[src/rtl/gpc_defines.vh]
// Constants for the general-purpose port block: offsets, fields, resets.
// Assumes an 8-pin port on a byte-wide register port.
`ifndef GPC_DEFINES_VH
`define GPC_DEFINES_VH

`define GPC_W            8
`define GPC_AW           3

`define GPC_OFS_DATA     3'h0
`define GPC_OFS_DIR      3'h1
`define GPC_OFS_PULL     3'h2
`define GPC_OFS_SLEW     3'h3
`define GPC_OFS_DRIVE    3'h4
`define GPC_OFS_PMSC2    3'h5

`define GPC_BIT_PARTIAL_POWERDOWN_FLAG     3
`define GPC_BIT_PARTIAL_POWERDOWN_ACK   2
`define GPC_BIT_PPDC     0

`define GPC_RST_DATA     8'h00
`define GPC_RST_DIR      8'h00
`define GPC_RST_PULL     8'h00
`define GPC_RST_SLEW     8'hFF
`define GPC_RST_DRIVE    8'h00
`define GPC_ZERO         8'h00
`define GPC_OFF          1'h0
`define GPC_ON           1'h1

`endif

[src/rtl/gpc_port.v]
// General-purpose 8-pin port with pin control and stop-mode retention.
// Assumes a byte register port on sys_clk_i, peripheral and analog
// overrides from on-chip logic on the same clock, and raw pin levels.
//
// Operation
// RL1 - Pins fall back to port control whenever no peripheral claims them.
// RL2 - Reset disables all peripheral overrides on the port pins.
// RL3 - Reset clears every direction bit, making all pins inputs.
// RL4 - Reset sets slew limiting, low drive, and pullups off per pin.
// RL5 - Each pin's direction bit enables its driver and steers data reads.
// RL6 - Direction 0: pin is input, data read returns sampled pin level.
// RL7 - Direction 1: pin drives latched data, read returns written value.
// RL8 - Under peripheral override the direction bit still steers data reads.
// RL9 - Analog function disables digital pin logic and reads back as 0.
// RL10 - Analog function beats an alternate digital function on one pin.
// RL11 - Software should write data before turning a pin into an output.
// RL12 - Pin control bits are independent of data and direction registers.
// RL13 - A set pullup enable turns on that pin's pullup.
// RL14 - Pullup forced off for outputs, peripheral outputs and analog pins.
// RL15 - Slew enable limits output edges and does nothing on inputs.
// RL16 - Drive select 1 gives high drive, 0 gives low drive.
// RL17 - Partial power-down stop holds the output latches as before stop.
// RL18 - On wake software checks the flag, then reinitialises or restores.
// RL19 - Software writes the acknowledge after restoring, before port use.
// RL20 - Powered stop keeps all port state and works at once on wake.
// RL21 - Flag reads 1 after partial power-down stop exit, else 0.
// RL22 - Writing 1 to the acknowledge bit clears the flag.
// RL23 - Pin levels pass a two-stage synchroniser before being read.
`timescale 1ns/1ps
`default_nettype none
`include "gpc_defines.vh"

module gpc_port (
  input  wire        sys_clk_i,
  input  wire        sys_rst_i,
  // Register port
  input  wire [2:0]  reg_addr_i,
  input  wire [7:0]  reg_wdata_i,
  input  wire        reg_wr_i,
  input  wire        reg_rd_i,
  output wire [7:0]  reg_rdata_o,
  // Overrides from on-chip peripherals
  input  wire [7:0]  periph_en_i,
  input  wire [7:0]  periph_oe_i,
  input  wire [7:0]  periph_do_i,
  input  wire [7:0]  analog_en_i,
  // Stop request from the core, same clock
  input  wire        stop_i,
  // Pins
  input  wire [7:0]  pin_i,
  output wire [7:0]  pin_o,
  output wire [7:0]  pin_oe_o,
  output wire [7:0]  pullup_en_o,
  output wire [7:0]  slew_en_o,
  output wire [7:0]  drive_hi_o,
  output wire [7:0]  analog_sel_o,
  output wire        io_hold_o
);

  // ==========================================
  // Functions

  // Digital peripheral owns a pin unless analog claims it
  function [7:0] periph_own;
    input [7:0] gate;
    input [7:0] pen;
    input [7:0] aen;
    begin
      periph_own = gate & pen & ~aen; // RL10
    end
  endfunction

  // Effective output enable per pin
  function [7:0] eff_oe;
    input [7:0] own;
    input [7:0] poe;
    input [7:0] dir;
    input [7:0] aen;
    begin
      eff_oe = ((own & poe) | (~own & dir)) & ~aen; // RL1 RL5 RL9
    end
  endfunction

  // Write strobe aimed at one register index
  function wr_hit;
    input       wr;
    input [2:0] addr;
    input [2:0] ofs;
    begin
      wr_hit = wr & (addr == ofs);
    end
  endfunction

  // Status byte of the power register; unused bits read 0
  function [7:0] pmsc_byte;
    input flag;
    input sel;
    begin
      pmsc_byte                = `GPC_ZERO;
      pmsc_byte[`GPC_BIT_PARTIAL_POWERDOWN_FLAG] = flag;
      pmsc_byte[`GPC_BIT_PPDC] = sel;
    end
  endfunction

  // ==========================================
  // Declarations

  reg  [7:0] data_q;
  reg  [7:0] dir_q;
  reg  [7:0] pull_q;
  reg  [7:0] slew_q;
  reg  [7:0] drive_q;
  reg        ppdc_q;
  reg        partial_powerdown_flag_q;
  reg        partial_powerdown_flag_d;
  reg        stop_q;
  reg        periph_gate_q;
  reg  [7:0] rdata_q;
  reg  [7:0] rdata_d;

  reg  [7:0] out_q;
  reg  [7:0] oe_q;
  reg  [7:0] pu_q;
  reg  [7:0] sl_q;
  reg  [7:0] dh_q;
  reg  [7:0] an_q;

  wire [7:0] pin_sync;
  wire [7:0] own;
  wire [7:0] oe_d;
  wire [7:0] out_d;
  wire [7:0] pu_d;
  wire [7:0] sl_d;
  wire [7:0] dh_d;
  wire [7:0] port_rd;
  wire       wr_data;
  wire       wr_dir;
  wire       wr_pull;
  wire       wr_slew;
  wire       wr_drive;
  wire       wr_pmsc;
  wire       ppd_exit;
  wire       ppd_ack;
  wire       hold;
  wire [7:0] gate_vec;

  // ==========================================
  // Pin input synchroniser

  gpc_sync gpc_sync_inst (
    .sys_clk_i (sys_clk_i),
    .sys_rst_i (sys_rst_i),
    .async_i   (pin_i),
    .sync_o    (pin_sync)
  ); // RL23

  // ==========================================
  // Write decode

  assign wr_data  = wr_hit(reg_wr_i, reg_addr_i, `GPC_OFS_DATA);
  assign wr_dir   = wr_hit(reg_wr_i, reg_addr_i, `GPC_OFS_DIR);
  assign wr_pull  = wr_hit(reg_wr_i, reg_addr_i, `GPC_OFS_PULL);
  assign wr_slew  = wr_hit(reg_wr_i, reg_addr_i, `GPC_OFS_SLEW);
  assign wr_drive = wr_hit(reg_wr_i, reg_addr_i, `GPC_OFS_DRIVE);
  assign wr_pmsc  = wr_hit(reg_wr_i, reg_addr_i, `GPC_OFS_PMSC2);

  // ==========================================
  // Port data and direction registers
  // Data writes latch all bits, whatever the direction

  always @(posedge sys_clk_i or posedge sys_rst_i) begin
    if (sys_rst_i) begin
      data_q <= `GPC_RST_DATA;
      dir_q  <= `GPC_RST_DIR; // RL3
    end else begin
      if (wr_data) begin
        data_q <= reg_wdata_i;
      end
      if (wr_dir) begin
        dir_q <= reg_wdata_i;
      end
    end
  end

  // ==========================================
  // Pin control registers
  // Own strobes only, so data or direction writes never touch them

  always @(posedge sys_clk_i or posedge sys_rst_i) begin
    if (sys_rst_i) begin
      pull_q  <= `GPC_RST_PULL;  // RL4
      slew_q  <= `GPC_RST_SLEW;  // RL4
      drive_q <= `GPC_RST_DRIVE; // RL4
    end else begin
      if (wr_pull) begin
        pull_q <= reg_wdata_i; // RL12
      end
      if (wr_slew) begin
        slew_q <= reg_wdata_i; // RL12
      end
      if (wr_drive) begin
        drive_q <= reg_wdata_i; // RL12
      end
    end
  end

  // ==========================================
  // Power management: stop mode select, flag and acknowledge

  assign ppd_exit = stop_q & ~stop_i & ppdc_q;
  assign ppd_ack  = wr_pmsc & reg_wdata_i[`GPC_BIT_PARTIAL_POWERDOWN_ACK];

  // Set wins over a same-cycle acknowledge so no exit is lost
  always @* begin
    partial_powerdown_flag_d = partial_powerdown_flag_q;
    if (ppd_ack) begin
      partial_powerdown_flag_d = `GPC_OFF; // RL22
    end
    if (ppd_exit) begin
      partial_powerdown_flag_d = `GPC_ON; // RL21
    end
  end

  // Stop level of the previous cycle, for exit detection
  always @(posedge sys_clk_i or posedge sys_rst_i) begin
    if (sys_rst_i) begin
      stop_q <= `GPC_OFF;
    end else begin
      stop_q <= stop_i;
    end
  end

  always @(posedge sys_clk_i or posedge sys_rst_i) begin
    if (sys_rst_i) begin
      partial_powerdown_flag_q <= `GPC_OFF;
    end else begin
      partial_powerdown_flag_q <= partial_powerdown_flag_d;
    end
  end

  // Mode select is not changed while stopped, so a stop
  // always ends in the mode it began in
  always @(posedge sys_clk_i or posedge sys_rst_i) begin
    if (sys_rst_i) begin
      ppdc_q <= `GPC_OFF;
    end else if (wr_pmsc & ~stop_i) begin
      ppdc_q <= reg_wdata_i[`GPC_BIT_PPDC];
    end
  end

  // Latches freeze in partial power-down stop and stay frozen
  // until software acknowledges the recovery; the exit cycle
  // is covered too, since the flag only sets at its end.
  // Powered stop never freezes anything
  assign hold = (stop_i & ppdc_q) | ppd_exit | partial_powerdown_flag_q; // RL17 RL19 RL20

  // ==========================================
  // Peripheral gate
  // Cleared by reset and opened on the first edge after release

  always @(posedge sys_clk_i or posedge sys_rst_i) begin
    if (sys_rst_i) begin
      periph_gate_q <= `GPC_OFF; // RL2
    end else begin
      periph_gate_q <= `GPC_ON;
    end
  end

  // One gate bit fans out to every pin of the port
  assign gate_vec = {`GPC_W{periph_gate_q}}; // RL2

  // ==========================================
  // Pin-side output logic

  assign own   = periph_own(gate_vec, periph_en_i, analog_en_i);
  assign oe_d  = eff_oe(own, periph_oe_i, dir_q, analog_en_i);
  assign out_d = ((own & periph_do_i) | (~own & data_q)) & ~analog_en_i; // RL1 RL7
  assign pu_d  = pull_q & ~oe_d & ~analog_en_i; // RL13 RL14
  assign sl_d  = slew_q & oe_d; // RL15
  assign dh_d  = drive_q & oe_d; // RL16

  // Registered pin drive; a held latch keeps the pre-stop state
  always @(posedge sys_clk_i or posedge sys_rst_i) begin
    if (sys_rst_i) begin
      out_q <= `GPC_ZERO;
      oe_q  <= `GPC_ZERO;
      pu_q  <= `GPC_ZERO;
      sl_q  <= `GPC_ZERO;
      dh_q  <= `GPC_ZERO;
      an_q  <= `GPC_ZERO;
    end else if (!hold) begin
      out_q <= out_d;
      oe_q  <= oe_d;
      pu_q  <= pu_d;
      sl_q  <= sl_d;
      dh_q  <= dh_d;
      an_q  <= analog_en_i; // RL10
    end
  end

  assign pin_o        = out_q;
  assign pin_oe_o     = oe_q;
  assign pullup_en_o  = pu_q;
  assign slew_en_o    = sl_q;
  assign drive_hi_o   = dh_q;
  assign analog_sel_o = an_q;
  assign io_hold_o    = hold;

  // ==========================================
  // Read path
  // Direction alone steers data reads, even under peripheral control

  assign port_rd = ((dir_q & data_q) | (~dir_q & pin_sync))
                   & ~analog_en_i; // RL6 RL7 RL8 RL9

  always @* begin
    rdata_d = `GPC_ZERO;
    case (reg_addr_i)
      `GPC_OFS_DATA:  rdata_d = port_rd;
      `GPC_OFS_DIR:   rdata_d = dir_q;
      `GPC_OFS_PULL:  rdata_d = pull_q;
      `GPC_OFS_SLEW:  rdata_d = slew_q;
      `GPC_OFS_DRIVE: rdata_d = drive_q;
      `GPC_OFS_PMSC2: rdata_d = pmsc_byte(partial_powerdown_flag_q, ppdc_q); // RL21
      default:        rdata_d = `GPC_ZERO;
    endcase
  end

  // Read data stands only in the cycle after the strobe
  always @(posedge sys_clk_i or posedge sys_rst_i) begin
    if (sys_rst_i) begin
      rdata_q <= `GPC_ZERO;
    end else if (reg_rd_i) begin
      rdata_q <= rdata_d;
    end else begin
      rdata_q <= `GPC_ZERO;
    end
  end

  assign reg_rdata_o = rdata_q;

endmodule // gpc_port

`default_nettype wire

[src/rtl/gpc_sync.v]
// Two-stage synchroniser for the port's pin input levels.
// Assumes asynchronous pin levels and one system clock.
`timescale 1ns/1ps
`default_nettype none
`include "gpc_defines.vh"

module gpc_sync (
  input  wire       sys_clk_i,
  input  wire       sys_rst_i,
  input  wire [7:0] async_i,
  output wire [7:0] sync_o
);

  reg [7:0] meta_q;
  reg [7:0] stable_q;

  // ==========================================
  // Capture stages
  // First stage feeds only the second one to bound metastability
  always @(posedge sys_clk_i or posedge sys_rst_i) begin
    if (sys_rst_i) begin
      meta_q   <= `GPC_ZERO;
      stable_q <= `GPC_ZERO;
    end else begin
      meta_q   <= async_i;
      stable_q <= meta_q;
    end
  end

  assign sync_o = stable_q;

endmodule // gpc_sync

`default_nettype wire

[config.mk]
export PLATFORM = sky130hd
export DESIGN_NAME = gpc_port
export DESIGN_NICKNAME = d
export VERILOG_FILES = /design/src/rtl/gpc_port.v /design/src/rtl/gpc_sync.v
export VERILOG_INCLUDE_DIRS = /design/src /design/src/rtl
export SDC_FILE = /design/constraint.sdc
export NUM_CORES = 1
export LEC_CHECK = 0
export BUFFER_PORTS_ARGS = -buffer_cell sky130_fd_sc_hd__buf_4
export CORE_MARGIN = 4
export CORE_UTILIZATION = 41
export CTS_BUF_LIST = sky130_fd_sc_hd__clkbuf_16
export DETAILED_ROUTE_END_ITERATION = 10
export PLACE_DENSITY = 0.63
export SKIP_LAST_GASP = 1
export SYNTH_ARGS = -nofsm -noshare
export SYNTH_HDL_FRONTEND = slang
export SYNTH_SLANG_ARGS = --single-unit
[constraint.sdc]
create_clock -name sys_clk_i -period 3.4 [get_ports sys_clk_i]
set_input_delay 0.51 -clock sys_clk_i [delete_from_list [all_inputs] [get_ports sys_clk_i]]
set_output_delay 0.51 -clock sys_clk_i [all_outputs]
set_load 0.03 [all_outputs]
==> metrics <==
slowest CP cell dfrtp_1; area share of xor/xnor cells in the synthesized design 0%; end of the worst register-to-register path analog_sel_o[7]; vias in the first global route roughly 4,000; Main synth FF type dfrtp_1; Fin. Hold Viols 0; Compound-Gate Fraction of Synth Area 15.0%; largest family of logic cells by synthesized area multiplexers; number of flops mapped to enable cells by yosys 0; Mean Syn Cell Area around 12 um2; PD cells 814 nW/um2; critical path peak fanout around 40; std cell rows 40; clock skew just over 6 ps; fin. max-slew vios 0; Diodes inserted 0; Min-Delay Path Class input port to flop; Seq/Total Area, Yosys around 57%; Yosys top cell by area dfrtp_1; post-synthesis simple-gate area fraction 7.45%; Yosys warning total 0; Synth Instances ~400; RSZ-0062 raised after global routing false; Pre-Repair DR Iteration Count 7; die width around 120 um; Critical Setup Path Class flop to output port; setup_tns 0 ps; DR vias 3,795; Avg WL per Cell slightly below 20 um; Placer Congestion between 0.8 and 0.9; asr flop ratio synth 100%; DP HPWL ~9600 um; nets@finish 574; Critical Path AT between 1500 and 2000 ps; DRC errors left 0; Total Routed Length roughly 13,000 um; Crit path required time 2890 ps; CTS buffer count 17; CP Capture Type output port; met3 Usage GRT slightly below 6%; via/cell ratio about 5.4; CP most frequent cell buf_4; Clock Latency Late Sink slightly above 400 ps; mapped cell area 5090 um2; max cap viols 0; clk buf depth 2; synthesized net count between 400 and 500; Layout area overhead 30.4%; top cells by area, synth dfrtp_1 53%, mux2_2 11%, mux2i_1 4.7%; Gates resized, CTS repair 0; Peak supply drop 0.330 mV; clk sink count ~120; R2R cell count 5; fmax slightly above 400 MHz; Startpoint Class flop; total gr overflow 0; crit path buf inv count 3; CTS Root Cell clkbuf_16; GR Util met1 between 20% and 30%; final worst slack roughly 940 ps; I/O Buffers 112; cell family with most CP delay buffers and inverters; Hold Startpoint pin_i[3]; Tmin final 2460 ps; CP peak stage delay 390 ps; Adder-Cell Fraction of Synth Area 0%; initial antenna violation count 0; relative slew slack 36.6%; r2r startpoint ppdc_q; busiest grt layer met2; Worst-Margin Slew about 940 ps; io pins 113; # hold bufs at CTS 0; hold path depth 1; top cell type's share of synthesized area between 50 and 60%; Pleak roughly 3.1 nW; core area between 10,000 and 15,000 um2; CP Cell Sequence o21a_1, buf_4, or2_1, buf_4, buf_4; Fin Hold WS 201 ps; Setup Buffers After CTS 0; period utilization between 70% and 80%; Final setup violation count 0; met2 Usage GRT between 20% and 30%; post-synthesis mux area share roughly 16%; Synth Register Bits roughly 120; largest net degree at the start of global routing 84; Distinct cells, synth 38; first-pass GRT wire length ~22,000 um; DR iter-0 viols between 300 and 400; layout cells sized above 1 about 39%; initial core utilization between 40% and 50%; hold path endpoint gpc_sync_inst.meta_q[3]; Reg2Reg Setup Slack between 1000 and 1500 ps; Final Core Density 55.0%; DIE HEIGHT between 100 and 150 um; outcome finished clean; htree depth 4; Clock Pin Slew Worst Setup and Hold Paths about 50 ps; Total Routing Usage GR between 10% and 20%; DP Worst Slack between 1000 and 1500 ps; Routed Antenna Nets 0; die area about 14,000 um2; CTS tree yes
Yosys cell counts (all sizes together) (8+ instances only):
cell,n
dfrtp,108
mux2i,24
o21ai,47
clkbuf,13
a21boi,8
a32o,8
o31ai,24
dfstp,8
inv,25
buf,14
and3,8
nand2,9
nand3b,12
mux2,49
per-stage QoR:
step	instances	total power, W	cell area, um2
detailed placement	667	0.00370	6050
floorplan	409	0.00301	5090
global placement	667	0.00365	6050
finish	699	0.00540	6630
global route	699	0.00565	6630
CTS	699	0.00543	6630
worst reg2reg max path, stage by stage (launching register included):
cell and delay [ps]:
dfrtp_1 390, o21a_1 150, buf_4 360, or2_1 190, buf_4 320, mux2_2 380
worst max path at each step:
stage	to	depth (start not counted)	slack, ps	from
final	io_hold_o	5	940	ppdc_q
after global routing	io_hold_o	5	810	ppdc_q
after CTS	io_hold_o	5	940	ppdc_q
after detailed placement	io_hold_o	6	1150	stop_i
after global placement	io_hold_o	6	1150	stop_i
after floorplan	analog_sel_o[0]	1	1480	sys_rst_i
metal layers:
| layer | share of wire (%) | routed length (um) |
|---|---|---|
| met5 | 0 | 0 |
| met4 | 1.5 | 200 |
| met3 | 7.8 | 1050 |
| met2 | 43 | 5850 |
| met1 | 47 | 6360 |
power by group:
part           switching, W  internal, W  total [W]  leakage, nW
registers          0.000276      0.00176    0.00203         1.44
clock network      0.000598      0.00113    0.00173        0.290
logic              0.000975     0.000664    0.00164         1.37
cell type report:
type,instances,area [um2]
inverter,25,97.6
multi-input combinational,241,1940
fill,1018,5430
clock buffer,17,425
sequential,116,2910
tap,168,210
timing repair buffer,117,891
clock inverter,15,150
logic make-up after synthesis:
group / count (synthesis)
flip-flops: 116
AO/OA/AOI/OAI: 114
buffers and inverters: 52
AND/OR/NAND/NOR: 53
multiplexers: 73
other: 1
placed cells by master (no fill, tap or decap), types with 6 or more instances in the layout:
cell type    n
buf_4      116
dfrtp_1    108
mux2_2      49
o21ai_0     46
inv_1       28
o31ai_1     24
mux2i_1     24
clkbuf_16   17
nand3b_1    12
nand2_1      9
and3_1       8
a21boi_0     8
a32o_1       8
dfstp_2      8
o21a_1       7
nor4_1       7
o32ai_1      6
a21oi_1      6
(Power assumes the default switching activity.)
